`src/hdl/dsq_regs.vh`:
```
// register map, field positions and step counts of the divide/root unit
`ifndef DSQ_REGS_VH
`define DSQ_REGS_VH

// --------------------------------------------------------------
// byte offsets
// --------------------------------------------------------------
`define DSQ_OFF_CSR 32'h0000_0000
`define DSQ_OFF_DEND 32'h0000_0004
`define DSQ_OFF_DIVISOR 32'h0000_0008
`define DSQ_OFF_RESULT 32'h0000_000c
`define DSQ_OFF_RCND 32'h0000_0010

// --------------------------------------------------------------
// control_status_register fields
// --------------------------------------------------------------
`define DSQ_BIT_START 0
`define DSQ_BIT_USGN 1
`define DSQ_BIT_REM 2
`define DSQ_BIT_TRAP_EN 3
`define DSQ_BIT_ZFLAG 4
`define DSQ_BIT_NRM 5
`define DSQ_BIT_SQRT 29
`define DSQ_BIT_DIV 30
`define DSQ_BIT_BUSY 31

// --------------------------------------------------------------
// reset values and step counts
// --------------------------------------------------------------
`define DSQ_RST_WORD 32'h0000_0000
`define DSQ_RST_ROOT 16'h0000
`define DSQ_DIV_STEPS 6'h20
`define DSQ_SQRT_STEPS 6'h10
`define DSQ_CNT_DONE 6'h00

`endif

```
`src/hdl/dsq_engine.v`:
```
// iterative divider and square root engine, one result bit per cycle
`timescale 1ns/1ps
`include "dsq_regs.vh"

module dsq_engine (
	input wire clk_i,          // system clock
	input wire rst_i,          // synchronous reset, active high
	input wire go_div_i,       // start pulse, division
	input wire go_sqrt_i,      // start pulse, square root
	input wire sgn_i,          // division is signed
	input wire [31:0] a_i,     // dividend or radicand
	input wire [31:0] b_i,     // divisor, nonzero
	output reg busy_o,         // operation running
	output reg done_o,         // one-cycle pulse, results valid
	output reg [31:0] quo_o,   // quotient
	output reg [31:0] rem_o,   // remainder
	output reg [15:0] root_o   // square root
);

// --------------------------------------------------------------
// helpers
// --------------------------------------------------------------
function [31:0] mag;
	input [31:0] v;
	input s;
	begin
		mag = (s && v[31]) ? (32'h0 - v) : v;
	end
endfunction

reg [31:0] acc;
reg [31:0] sh;
reg [31:0] dvs;
reg [15:0] rt;
reg [5:0] cnt;
reg is_sqrt;
reg neg_q;
reg neg_r;

wire [32:0] dtrial = {acc, sh[31]} - {1'b0, dvs};
wire [19:0] strial = {1'b0, acc[16:0], sh[31:30]} - {2'b00, rt, 2'b01};

// --------------------------------------------------------------
// sequencer
// --------------------------------------------------------------
always @(posedge clk_i) begin
	done_o <= 1'b0;
	if (rst_i) begin
		busy_o <= 1'b0;
		acc <= `DSQ_RST_WORD;
		sh <= `DSQ_RST_WORD;
		dvs <= `DSQ_RST_WORD;
		rt <= `DSQ_RST_ROOT;
		cnt <= `DSQ_CNT_DONE;
		is_sqrt <= 1'b0;
		neg_q <= 1'b0;
		neg_r <= 1'b0;
		quo_o <= `DSQ_RST_WORD;
		rem_o <= `DSQ_RST_WORD;
		root_o <= `DSQ_RST_ROOT;
	end else if (!busy_o && go_div_i) begin
		busy_o <= 1'b1;
		is_sqrt <= 1'b0;
		acc <= `DSQ_RST_WORD;
		sh <= mag(a_i, sgn_i);
		dvs <= mag(b_i, sgn_i);
		neg_q <= sgn_i & (a_i[31] ^ b_i[31]);
		neg_r <= sgn_i & a_i[31];
		cnt <= `DSQ_DIV_STEPS;
	end else if (!busy_o && go_sqrt_i) begin
		busy_o <= 1'b1;
		is_sqrt <= 1'b1;
		acc <= `DSQ_RST_WORD;
		sh <= a_i;
		rt <= `DSQ_RST_ROOT;
		cnt <= `DSQ_SQRT_STEPS;
	end else if (busy_o && cnt != `DSQ_CNT_DONE) begin
		cnt <= cnt - 6'h01;
		if (is_sqrt) begin
			sh <= {sh[29:0], 2'b00};
			if (!strial[19]) begin
				acc <= {13'h0, strial[18:0]};
				rt <= {rt[14:0], 1'b1};
			end else begin
				acc <= {13'h0, acc[16:0], sh[31:30]};
				rt <= {rt[14:0], 1'b0};
			end
		end else if (!dtrial[32]) begin
			acc <= dtrial[31:0];
			sh <= {sh[30:0], 1'b1};
		end else begin
			acc <= {acc[30:0], sh[31]};
			sh <= {sh[30:0], 1'b0};
		end
	end else if (busy_o) begin
		// final cycle: sign fix-up and result hand-off
		busy_o <= 1'b0;
		done_o <= 1'b1;
		if (is_sqrt) begin
			root_o <= rt;
		end else begin
			quo_o <= neg_q ? (32'h0 - sh) : sh;
			rem_o <= neg_r ? (32'h0 - acc) : acc;
		end
	end
end

endmodule // dsq_engine

```
`src/hdl/dsq_unit.v`:
```
// divide and square root unit with a classic wishbone register slave
//
// Operation
// - divides 32-bit operands, signed or unsigned per the mode bit
// - one division yields quotient and remainder, both readable
// - square root of a 32-bit unsigned radicand gives 16 bits
// - status shows busy or idle and last operation kind
// - select zero: writing the divisor starts division
// - select one: only a control write with start bit starts it
// - zero flag and trap enable set: result read ends in bus error
// - otherwise result read completes and returns stored contents
//
// Local design decisions: the register offsets and the Wishbone register port.
`timescale 1ns/1ps
`include "dsq_regs.vh"

module dsq_unit (
	input wire clk_i,          // system clock
	input wire rst_i,          // synchronous reset, active high
	input wire [31:0] adr_i,   // wishbone byte address
	input wire [31:0] dat_i,   // wishbone write data
	input wire [3:0] sel_i,    // wishbone byte enables
	input wire we_i,           // wishbone write
	input wire cyc_i,          // wishbone cycle
	input wire stb_i,          // wishbone strobe
	output reg [31:0] dat_o,   // wishbone read data
	output reg ack_o,          // wishbone normal end
	output reg err_o           // wishbone error end
);

// --------------------------------------------------------------
// helpers
// --------------------------------------------------------------
function [31:0] merge;
	input [31:0] old;
	input [31:0] nw;
	input [3:0] sel;
	integer i;
	begin
		merge = old;
		for (i = 0; i < 4; i = i + 1) begin
			if (sel[i]) begin
				merge[i*8 +: 8] = nw[i*8 +: 8];
			end
		end
	end
endfunction

// --------------------------------------------------------------
// state
// --------------------------------------------------------------
reg [31:0] dividend;
reg [31:0] divisor_register;
reg [31:0] radicand;
reg [31:0] quo;
reg [31:0] rem;
reg [15:0] root;
reg ctl_unsigned;
reg ctl_rem_sel;
reg zero_divisor_trap_enable;
reg zero_divisor_flag;
reg ctl_normal_start;
reg last_div;
reg last_sqrt;

wire eng_busy;
wire eng_done;
wire [31:0] eng_quo;
wire [31:0] eng_rem;
wire [15:0] eng_root;

// --------------------------------------------------------------
// address decode and bus handshake
// --------------------------------------------------------------
reg a_csr;
reg a_dend;
reg a_dvsr;
reg a_rslt;
reg a_rcnd;
reg a_none;

always @* begin
	a_csr = 1'b0;
	a_dend = 1'b0;
	a_dvsr = 1'b0;
	a_rslt = 1'b0;
	a_rcnd = 1'b0;
	a_none = 1'b0;
	if (adr_i == `DSQ_OFF_CSR) begin
		a_csr = 1'b1;
	end else if (adr_i == `DSQ_OFF_DEND) begin
		a_dend = 1'b1;
	end else if (adr_i == `DSQ_OFF_DIVISOR) begin
		a_dvsr = 1'b1;
	end else if (adr_i == `DSQ_OFF_RESULT) begin
		a_rslt = 1'b1;
	end else if (adr_i == `DSQ_OFF_RCND) begin
		a_rcnd = 1'b1;
	end else begin
		a_none = 1'b1;
	end
end

// busy covers the hand-off cycle, so a result read never sees stale data
wire op_busy = eng_busy | eng_done;
// only the control/status word may be touched while an operation runs
wire req = cyc_i & stb_i & ~ack_o & ~err_o;
wire stall = op_busy & ~a_csr;
wire take = req & ~stall;
wire wr = take & we_i;

// --------------------------------------------------------------
// readable words
// --------------------------------------------------------------
wire [31:0] csr_val = {op_busy, last_div, last_sqrt, 23'h0,
	ctl_normal_start, zero_divisor_flag, zero_divisor_trap_enable,
	ctl_rem_sel, ctl_unsigned, 1'b0};
wire [31:0] rslt_val = last_sqrt ? {16'h0, root} :
	(ctl_rem_sel ? rem : quo);

wire [31:0] csr_new = merge(csr_val, dat_i, sel_i);
wire [31:0] dvsr_new = merge(divisor_register, dat_i, sel_i);
wire [31:0] rcnd_new = merge(radicand, dat_i, sel_i);

wire wr_csr = wr & a_csr;
wire wr_dvsr = wr & a_dvsr;
wire go_fast = wr_dvsr & ~ctl_normal_start;
wire go_start = wr_csr & sel_i[0] & dat_i[`DSQ_BIT_START];
wire go_div = (go_fast | go_start) & ~op_busy;
wire go_sqrt = wr & a_rcnd & ~op_busy;
wire [31:0] op_b = wr_dvsr ? dvsr_new : divisor_register;
wire op_sgn = wr_csr ? ~csr_new[`DSQ_BIT_USGN] : ~ctl_unsigned;
wire b_zero = (op_b == `DSQ_RST_WORD);
wire trap = zero_divisor_flag & zero_divisor_trap_enable;

reg [31:0] rd_val;
always @* begin
	rd_val = `DSQ_RST_WORD;
	if (a_csr) begin
		rd_val = csr_val;
	end else if (a_dend) begin
		rd_val = dividend;
	end else if (a_dvsr) begin
		rd_val = divisor_register;
	end else if (a_rslt) begin
		rd_val = rslt_val;
	end else if (a_rcnd) begin
		rd_val = radicand;
	end
end

always @(posedge clk_i) begin
	if (rst_i) begin
		ack_o <= 1'b0;
		err_o <= 1'b0;
		dat_o <= `DSQ_RST_WORD;
	end else begin
		ack_o <= 1'b0;
		err_o <= 1'b0;
		if (take) begin
			if (a_none || (a_rslt && !we_i && trap)) begin
				err_o <= 1'b1;
			end else begin
				ack_o <= 1'b1;
			end
			if (!we_i) begin
				dat_o <= rd_val;
			end
		end
	end
end

// --------------------------------------------------------------
// registers and operation control
// --------------------------------------------------------------
always @(posedge clk_i) begin
	if (rst_i) begin
		dividend <= `DSQ_RST_WORD;
		divisor_register <= `DSQ_RST_WORD;
		radicand <= `DSQ_RST_WORD;
		quo <= `DSQ_RST_WORD;
		rem <= `DSQ_RST_WORD;
		root <= `DSQ_RST_ROOT;
		ctl_unsigned <= 1'b0;
		ctl_rem_sel <= 1'b0;
		zero_divisor_trap_enable <= 1'b0;
		zero_divisor_flag <= 1'b0;
		ctl_normal_start <= 1'b0;
		last_div <= 1'b0;
		last_sqrt <= 1'b0;
	end else begin
		if (wr && a_dend) begin
			dividend <= merge(dividend, dat_i, sel_i);
		end
		if (wr_dvsr) begin
			divisor_register <= dvsr_new;
		end
		if (wr && a_rcnd) begin
			radicand <= rcnd_new;
		end
		if (wr_csr) begin
			ctl_unsigned <= csr_new[`DSQ_BIT_USGN];
			ctl_rem_sel <= csr_new[`DSQ_BIT_REM];
			zero_divisor_trap_enable <= csr_new[`DSQ_BIT_TRAP_EN];
			ctl_normal_start <= csr_new[`DSQ_BIT_NRM];
		end
		if (go_div) begin
			last_div <= 1'b1;
			last_sqrt <= 1'b0;
			zero_divisor_flag <= b_zero;
			if (b_zero) begin
				// no iteration: quotient zero, remainder is the dividend
				quo <= `DSQ_RST_WORD;
				rem <= dividend;
			end
		end else if (go_sqrt) begin
			last_div <= 1'b0;
			last_sqrt <= 1'b1;
			zero_divisor_flag <= 1'b0;
		end
		if (eng_done) begin
			quo <= eng_quo;
			rem <= eng_rem;
			root <= eng_root;
		end
	end
end

dsq_engine u_engine (
	.clk_i(clk_i),
	.rst_i(rst_i),
	.go_div_i(go_div & ~b_zero),
	.go_sqrt_i(go_sqrt),
	.sgn_i(op_sgn),
	.a_i(go_sqrt ? rcnd_new : dividend),
	.b_i(op_b),
	.busy_o(eng_busy),
	.done_o(eng_done),
	.quo_o(eng_quo),
	.rem_o(eng_rem),
	.root_o(eng_root)
);

endmodule // dsq_unit

```
`config.mk`:
```
export PLATFORM = sky130hd
export DESIGN_NAME = dsq_unit
export DESIGN_NICKNAME = d
export VERILOG_FILES = /design/src/hdl/dsq_engine.v /design/src/hdl/dsq_unit.v
export VERILOG_INCLUDE_DIRS = /design/src /design/src/hdl
export SDC_FILE = /design/constraint.sdc
export NUM_CORES = 1
export LEC_CHECK = 0
export BUFFER_PORTS_ARGS = -buffer_cell sky130_fd_sc_hd__buf_2
export CAP_MARGIN = 20
export CORE_UTILIZATION = 55
export DETAILED_ROUTE_END_ITERATION = 10
export PLACE_DENSITY = 0.82
export SYNTH_ARGS = -nofsm -noshare
export SYNTH_HDL_FRONTEND = slang
export SYNTH_SLANG_ARGS = --single-unit
```
`constraint.sdc`:
```
create_clock -name clk_i -period 3.7 [get_ports clk_i]
set_input_delay 0 -clock clk_i [delete_from_list [all_inputs] [get_ports clk_i]]
set_output_delay 0 -clock clk_i [all_outputs]
set_load 0.01 [all_outputs]
```
# == After elaboration in Yosys (flattened, before gate mapping) ==
# Cells that the tools add are included.
# word_totals
regBits,420
in_bits,73
out_inout_bits,34
word_cells,191
# classes
add_sub_neg,7
n_eq_ne,5
muxes,73
n_bitwise,36
n_reduce_logical,36
# ops
operator,count
$mux W32,25
$sub A1 B32 Y32 const A,4
$eq A32 B4 Y1 const B,2
$logic_not A32 Y1,2
$mux W8,8
$mux W16,3
$sub A33 B32 Y33,1
$eq A32 B3 Y1 const B,1
$eq A32 B5 Y1 const B,1
$mux W1,32
$sub A19 B18 Y20,1
$mux W19,1
$and A1 B1 Y1,18
$mux W6,3
$not A1 Y1,15
$reduce_and A2 Y1,7
$reduce_and A5 Y1,2
$reduce_bool A2 Y1,5
$logic_and A1 B1 Y1,9
$reduce_bool A6 Y1,1
$reduce_or A2 Y1,3
$sub A6 B1 Y6 const B,1
$reduce_or A4 Y1,1
$ne A3 B1 Y1 const B,1
8 further kinds,10

# == Depth between registers and ports, before layout ==
# Gate-level depths: netlist of the first run.
# depth
word_depth,16
mapped_depth,17
ltp_nobuf,13

# == Hierarchy ==
# Synthesis of the first run repeated with hierarchy kept, for this count alone.
# hier_totals
cells_unflattened,2851
hier_area_um2,23886.7
# by_module_without_submodules
module,n_inst,cells_each,area_each_um2
dsq_engine,1,1708,13116.3
dsq_unit,1,1143,10770.3

# == Least setup slack after synthesis of the first run ==
# Ideal clock, no wire load.
# synth_path
kind,register to register
startpoint,register ack_o
endpoint,register u_engine.sh[26]
setup_ns,0.086
arrival_ns,3.645
setup_slack_ns,-0.031
path_stages_with_launch,18
n_path_buf,5
synth_period_minus_slack_ns,3.731
cell_sequence,dfxtp_1 and4bb_1 buf_4 o211a_1 and4_1 buf_2 clkbuf_1 clkbuf_1 buf_1 nand2_1 o21ai_0 ha_1 o221ai_1 or2_2 nor3_1 nor2_1 xor2_1 a211oi_1
# synth_via
elab_chain_len,13
word_cells_on_any_way,28
cone_classes,add/sub (1); mux (6); bitwise (16); reduce/logical (5)
# synth_lines
element,line_no,text
"start, declared",dsq_unit.v:27,"output reg ack_o,"
"start signal, assigned",dsq_unit.v:154,ack_o <= 1'b0;
"start signal, assigned",dsq_unit.v:158,ack_o <= 1'b0;
"start signal, assigned",dsq_unit.v:164,ack_o <= 1'b1;
$not A1 Y1 (*),dsq_unit.v:107,wire req = cyc_i & stb_i & ~ack_o & ~err_o;
$and A1 B1 Y1 (*) (2 in series),dsq_unit.v:107,
$and A1 B1 Y1 (*),dsq_unit.v:109,wire take = req & ~stall;
$and A1 B1 Y1 (*),dsq_unit.v:110,wire wr = take & we_i;
branches (longest 8 deep; another with $sub A1 B32 Y32),n/a,
"end signal, assigned",dsq_engine.v:65,"sh <= mag(a_i, sgn_i);"
"end signal, assigned",dsq_engine.v:74,sh <= a_i;
"end signal, assigned",dsq_engine.v:80,"sh <= {sh[29:0], 2'b00};"
"end, declared",dsq_engine.v:32,reg [31:0] sh;
# Mark *: on every way between the ends.
# A chain may end at the register's enable or synchronous reset.

# == Worst setup path in the final report of the first run ==
# layout_path
startpoint,register ack_o
endpoint,register quo[11]
# layout_via
elab_chain_len,12
word_cells_on_any_way,17
cone_classes,mux (1); bitwise (12); reduce/logical (4)
# layout_lines
element,line_no,text
$not A1 Y1 (*),dsq_unit.v:107,
$and A1 B1 Y1 (*) (2 in series),dsq_unit.v:107,
$and A1 B1 Y1 (*),dsq_unit.v:109,
$and A1 B1 Y1 (*),dsq_unit.v:110,
$and A1 B1 Y1,dsq_unit.v:125,wire wr_csr = wr & a_csr;
$and A1 B1 Y1 (2 in series),dsq_unit.v:128,wire go_start = wr_csr & sel_i[0] & dat_i[`DSQ_BIT_START];
$or A1 B1 Y1,dsq_unit.v:129,wire go_div = (go_fast | go_start) & ~op_busy;
$and A1 B1 Y1,dsq_unit.v:129,
$reduce_bool A2 Y1 (no line),n/a,
$reduce_and A2 Y1 (no line) (*),n/a,
"end signal, assigned",dsq_unit.v:181,quo <= `DSQ_RST_WORD;
"end signal, assigned",dsq_unit.v:213,quo <= `DSQ_RST_WORD;
"end signal, assigned",dsq_unit.v:222,quo <= eng_quo;
"end, declared",dsq_unit.v:55,reg [31:0] quo;
# Mark *: on every way between the ends. The rest lies on a longest branch, timed or not.

==> results of run 1 <==
[where the power goes]
group,internal (µW),switching [µW]
combinational,130,242
sequential,4540,7.97
clock,2770,1990
[synthesized netlist by cell type, drive strengths merged (4+ instances only)]
library cell / instances
clkbuf: 153
and2: 19
nor3b: 11
or3: 28
nor2b: 19
or4: 8
nand3b: 6
xor2: 92
a21oi: 215
a22o: 34
o22ai: 17
o221ai: 4
nor4b: 4
o31ai: 33
mux2i: 210
o21ai: 139
o21a: 10
o211ai: 34
mux2: 33
inv: 75
o41ai: 8
o2111ai: 10
or2: 13
nor3: 75
nand4: 6
o21bai: 17
a31oi: 25
a211o: 4
nor2: 343
ha: 54
nand2b: 17
a21o: 20
nor4: 31
nand3: 51
nand2: 325
a21boi: 5
buf: 60
a222oi: 32
a211oi: 171
xnor2: 72
dfxtp: 420
and3: 18
[cells by family (layout without fill, tap and decap cells)]
family / count (synthesis) / count (layout) / share of synthesized area, %
mux: 243 / 243 / 10.2
xor+xnor: 164 / 164 / 5.91
buf+inv: 289 / 438 / 4.91
fa+ha+maj: 55 / 55 / 2.86
flops: 420 / 420 / 34.6
simple gates: 983 / 983 / 18.7
other cells: 0 / 1 / 0
compound gates: 806 / 806 / 22.8
[worst max-delay path: stages (launching register included)]
cell and delay, ps:
dfxtp_1 320, and4bb_1 330, nand4_1 160, nor4_4 300, buf_4 180, mux2i_1 240
ha_1 200, or4b_4 530, nor4_2 400, or2_2 270, nor2_2 60, buf_4 240
a22o_1 260
[routing by layer]
layer,GRT usage [%],up-vias
met5,0,-
met4,24.6,0
met3,6.01,334
met2,57.3,1249
met1,46.2,11300
li1,-,10900
[per-stage QoR]
step / setup WS, ps / instances
6_report: 95.9 / 3695
4_1_cts: 59.8 / 3690
3_5_place_dp: -56.8 / 3569
5_1_grt: -24.5 / 3694
2_1_floorplan: 36.8 / 2960
3_3_place_gp: 5.10 / 3569
[cells in the final DEF, fill, tap and decap left out, drive strengths merged, types with 6 or more instances in the layout]
| cell type | instances |
|---|---|
| a21o | 20 |
| nor3 | 75 |
| o21a | 10 |
| or3 | 28 |
| clkbuf | 56 |
| a222oi | 32 |
| o21ai | 139 |
| a31oi | 25 |
| dfxtp | 420 |
| nor4 | 31 |
| o31ai | 33 |
| o22ai | 17 |
| o21bai | 17 |
| clkinv | 14 |
| a22o | 34 |
| or4 | 8 |
| mux2 | 33 |
| inv | 79 |
| nor2b | 19 |
| nand3 | 51 |
| xor2 | 92 |
| o211ai | 34 |
| dlygate4sd3 | 40 |
| nand2 | 325 |
| a211oi | 171 |
| nand2b | 17 |
| a21oi | 215 |
| buf | 243 |
| xnor2 | 72 |
| o2111ai | 10 |
| o41ai | 8 |
| nand3b | 6 |
| and3 | 18 |
| nor2 | 343 |
| nor3b | 11 |
| nand4 | 6 |
| mux2i | 210 |
| ha | 54 |
| and2 | 19 |
| or2 | 13 |
[flip-flops by register name, summed over array words and instances, names as in the netlist, 16 cells and up]
name,count
u_engine.root_o,16
dividend,32
u_engine.dvs,32
radicand,32
rem,32
u_engine.rem_o,32
dat_o,32
u_engine.sh,32
divisor_register,32
quo,32
u_engine.acc,32
u_engine.rt,16
root,16
u_engine.quo_o,32
[final cells by class]
type	count	area, µm²	area share (%)
repair buffers	283	2130	7.63
clock inverters	23	277	0.990
diodes	1	2.50	0.00896
inverters	76	285	1.02
well taps	585	732	2.62
flip-flops and latches	420	8410	30.1
multi-input cells	2251	14800	53.1
clock buffers	56	1260	4.51
[what timing repair did]
item / CTS / global route
setup buffers: 2 / 3
hold buffers: 40 / 0
setup endpoints to repair: 56 / 86
endpoints found under the hold margin: 119 / 0
gates cloned: 0 / 0
pin swaps: 2 / 2
gates resized for setup: 1 / 10
[worst paths after layout]
check	slack (ps)	end	startpoint
max	100	quo[11]	ack_o
min	20	dat_o[0]	we_i
max reg2reg	100	quo[11]	ack_o
min reg2reg	450	u_engine.dvs[8]	u_engine.dvs[8]
==> flow_summary.json, run 1 <==
{
  "clkSinkCount": 420,
  "status": "complete, no violations",
  "drt_iter0_drc": 3095,
  "ys_ff_latch": 420,
  "finalWirelength_mm": 82.8,
  "tritoncts": "done",
  "synth.distinct_cells": 83,
  "drv_cap": 0,
  "seq_area_frac_synth_pct": 34.6,
  "grt_overflow_total": 0,
  "fin_skew_ps": 29.6,
  "ir_drop_mv": 0.527,
  "synthTopCellsByArea": "dfxtp_1, mux2i_1, nor2_1",
  "start_util_pct": 56.0,
  "grt_max_degree": 110,
  "cts-root-buf": "clkbuf_16",
  "max_freq_ghz": 0.277,
  "clockBufferDepth": 3,
  "grt_pass1_wl_mm": 128,
  "synth_edf_count": 0,
  "slew_viol_final": 0,
  "wl_met1_mm": 33.1,
  "final_area_um2": 27900,
  "hold_depth": 4,
  "powerDensity_nw_per_um2": 347,
  "reg2reg_depth": 12,
  "port_buffers": 106,
  "dieArea_um2": 45000,
  "endpoint_kind": "register",
  "worst_setup_path_start_kind": "register",
  "hpwlAfterDp_mm": 59.5,
  "ys_warn_count": 0,
  "critPathMaxFanout": 16,
  "place_area_um2": 25900,
  "syn-mean-instance-area_um2": 8.21,
  "highest_layer": "met4",
  "hold_viol_final": 0,
  "crit_type": "register to register",
  "fin_crit_sh_pct": 97.4,
  "via_count": 23800,
  "hold_slack_ps": 24.6,
  "tightestPinTransition_ps": 1120,
  "syn_area_um2": 24300,
  "grt_pass1_vias": 22700,
  "grtUsageTotal_pct": 36.6,
  "gp_congestion": 1.02,
  "layout-drive-gt1-share_pct": 14.6,
  "viasPerCell": 6.44,
  "synth.top_cell.area_share_pct": 34.6,
  "placementRows": 76,
  "setup-tns-final_ps": 0,
  "num_io_pins": 107,
  "cp.required_ps": 4180,
  "die_x_um": 212,
  "final_antenna_net_count": 0,
  "drtPass1Iterations": 10,
  "dr_wl_met3_mm": 6.81,
  "cts.clk_slew.worst_paths_ps": 60,
  "htree_levels": 2,
  "core_area_um2": 43400,
  "drc": 0,
  "synth_top_area_cell": "dfxtp_1",
  "timing.final.crit_period_ps": 3600,
  "grt_antenna_before_repair": 2,
  "power_uw": 9680,
  "die_h_um": 212,
  "wl_per_cell_um": 22.4,
  "cts_made_buffers": 44,
  "maxSlewHeadroom_pct": 25.0,
  "num-fill-cells": 3573,
  "area_growth_syn_to_layout_pct": 15.0,
  "syn_nets": 3088,
  "synth_flop_cell": "dfxtp_1",
  "fin_util_pct": 64.4,
  "ys_async_sr_fraction_pct": 0,
  "clk-insertion-delay-late_ps": 600,
  "cp.arrival_ps": 4080,
  "dr_wl_met2_mm": 37.0,
  "syn_inst": 2960,
  "layout.nets": 3204,
  "hp-class": "input port to register",
  "leakagePower_uw": 0.0101,
  "setup_viol": 0
}
Power figures use the tool's default switching activity.
==> run 2, diff against run 1 <==
Settings changed: PLACE_DENSITY 0.82 to 0.75.
==> run 2 against run 1 <==
Compared with the run above:
- final cell count increased by 0.76%
- critical endpoint is now quo[8]
- wire length increased by 0.71%
- highest routed layer unchanged
- critical path depth decreased by 1
- clock skew decreased by 5.6 ps
- sequential power about the same
- clock power increased by 4.6%
==> flow_summary.json, run 2 (synthesized netlist as in run 1, its figures left out) <==
{
  "grt_pass1_wl_mm": 127,
  "dieArea_um2": 45000,
  "maxSlewHeadroom_pct": 38.2,
  "fin_skew_ps": 24.0,
  "dp.cells": 3582,
  "layout_commonest_cell": "dfxtp_1",
  "port_buffers": 106,
  "power_uw": 9900,
  "finalWirelength_mm": 83.4,
  "placementRows": 76,
  "num-fill-cells": 3702,
  "dr_wl_met3_mm": 6.30,
  "regArea_um2": 8410,
  "timing.final.crit_period_ps": 3560,
  "final_area_um2": 28200,
  "setup_ws_ps": 139,
  "critPathMaxFanout": 16,
  "htree_levels": 2,
  "rsz0062_at_grt": "no",
  "crit_chain": "and4bb_1 > nand4_1 > nor4_4 > mux2i_1 > ha_1 > or4b_4 > nor4_4 > or2_2 > nor2_2 > buf_4 > a22o_1",
  "wl_met1_mm": 33.5,
  "ir_drop_mv": 0.373,
  "cp.arrival_ps": 4020,
  "drt_iter0_drc": 2557,
  "powerDensity_nw_per_um2": 351,
  "core_area_um2": 43400,
  "leakagePower_uw": 0.0102,
  "tightestPinTransition_ps": 927,
  "viasPerCell": 6.35,
  "cp.required_ps": 4160,
  "max_freq_ghz": 0.281,
  "crit_path_top_delay_cell": "or4b_4",
  "start_util_pct": 56.0,
  "grt_pass1_vias": 22200,
  "grt_overflow_total": 0,
  "multi_input_area_um2": 14900,
  "setup_viol": 0,
  "num_io_pins": 107,
  "cts-root-buf": "clkbuf_16",
  "hold_viol_final": 0,
  "fin_crit_sh_pct": 96.2,
  "place_area_um2": 25900,
  "crit_type": "register to register",
  "highest_layer": "met4",
  "dr_wl_met2_mm": 38.2,
  "die_h_um": 212,
  "cp_num_buf_inv": 1,
  "via_count": 23600,
  "clk-insertion-delay-late_ps": 590,
  "tritoncts": "done",
  "diodes": 0,
  "crit_family": "simple AND/OR/NAND/NOR gates",
  "worst_setup_path_start_kind": "register",
  "drv_cap": 0,
  "cp_common_cell": "nor4_4",
  "grtUsageTotal_pct": 36.6,
  "fin_cells": 3723,
  "drtPass1Iterations": 7,
  "endpoint_kind": "register",
  "clkSinkCount": 420,
  "grt_max_degree": 82,
  "clockBufferDepth": 3,
  "dp_slack_ps": -1.08,
  "status": "complete, no violations",
  "crit_path_max_incr_delay_ps": 530,
  "hpwlAfterDp_mm": 60.7,
  "final_antenna_net_count": 0,
  "slew_viol_final": 0,
  "die_x_um": 212,
  "cts.clk_slew.worst_paths_ps": 60,
  "hp-class": "input port to register",
  "grt_antenna_before_repair": 0,
  "cts_made_buffers": 47,
  "gp_congestion": 0.985,
  "layout.nets": 3230,
  "layout_common_cells": "dfxtp_1, nor2_1, nand2_1",
  "layout-drive-gt1-share_pct": 14.9,
  "area_growth_syn_to_layout_pct": 16.0,
  "wl_per_cell_um": 22.4,
  "drc": 0
}
-- run 2: final timing paths --
path / startpoint / endpoint / slack (ps) / cells past startpoint
min reg2reg: u_engine.dvs[24] / u_engine.dvs[24] / 460 / 2
min: sel_i[0] / zero_divisor_trap_enable / 60 / 5
max: ack_o / quo[8] / 140 / 11
max reg2reg: ack_o / quo[8] / 140 / 11
-- run 2: report_power, final --
part,total (µW),switching [µW],internal [µW]
Sequential,4550,7.55,4540
Clock,4980,2030,2950
Combinational,374,243,131
Total,9900,2280,7620
-- run 2: worst register-to-register path: stages (launching register included) --
cell and delay (ps):
dfxtp_1 300, and4bb_1 350, nand4_1 170, nor4_4 410
mux2i_1 310, ha_1 210, or4b_4 530, nor4_4 340
or2_2 250, nor2_2 80, buf_4 240, a22o_1 260
-- run 2: layer usage --
metal	vias to the layer above	global-route usage, %
li1	10900	-
met1	11400	46.6
met2	1076	59.2
met3	250	4.55
met4	0	22.3
met5	-	0
-- run 2: timing repair --
action                                  in CTS  in global routing
hold buffers                                49                  0
setup buffers                                0                  6
endpoints found under the setup margin       6                109
resized for setup                            1                 10
pin swaps                                    1                  2
endpoints found under the hold margin      132                  0
cloned                                       0                  0
-- run 2: area by class of cell --
class / instances / share of cell area, %
Clock inverter: 18 / 0.951
Timing Repair Buffer: 306 / 8.08
Sequential cell: 420 / 29.9
Tap cell: 585 / 2.60
Inverter: 76 / 1.01
Clock buffer: 67 / 4.76
Multi-Input combinational cell: 2251 / 52.7
-- run 2: through the flow --
step	utilization [%]	setup TNS [ps]	hold WS (ps)
global placement	59.8	0	286
CTS	64.7	0	16.9
floorplan	-	0	140
global route	65.0	0	81.3
detailed placement	59.8	-1.08	294
finish	65.0	0	56.8
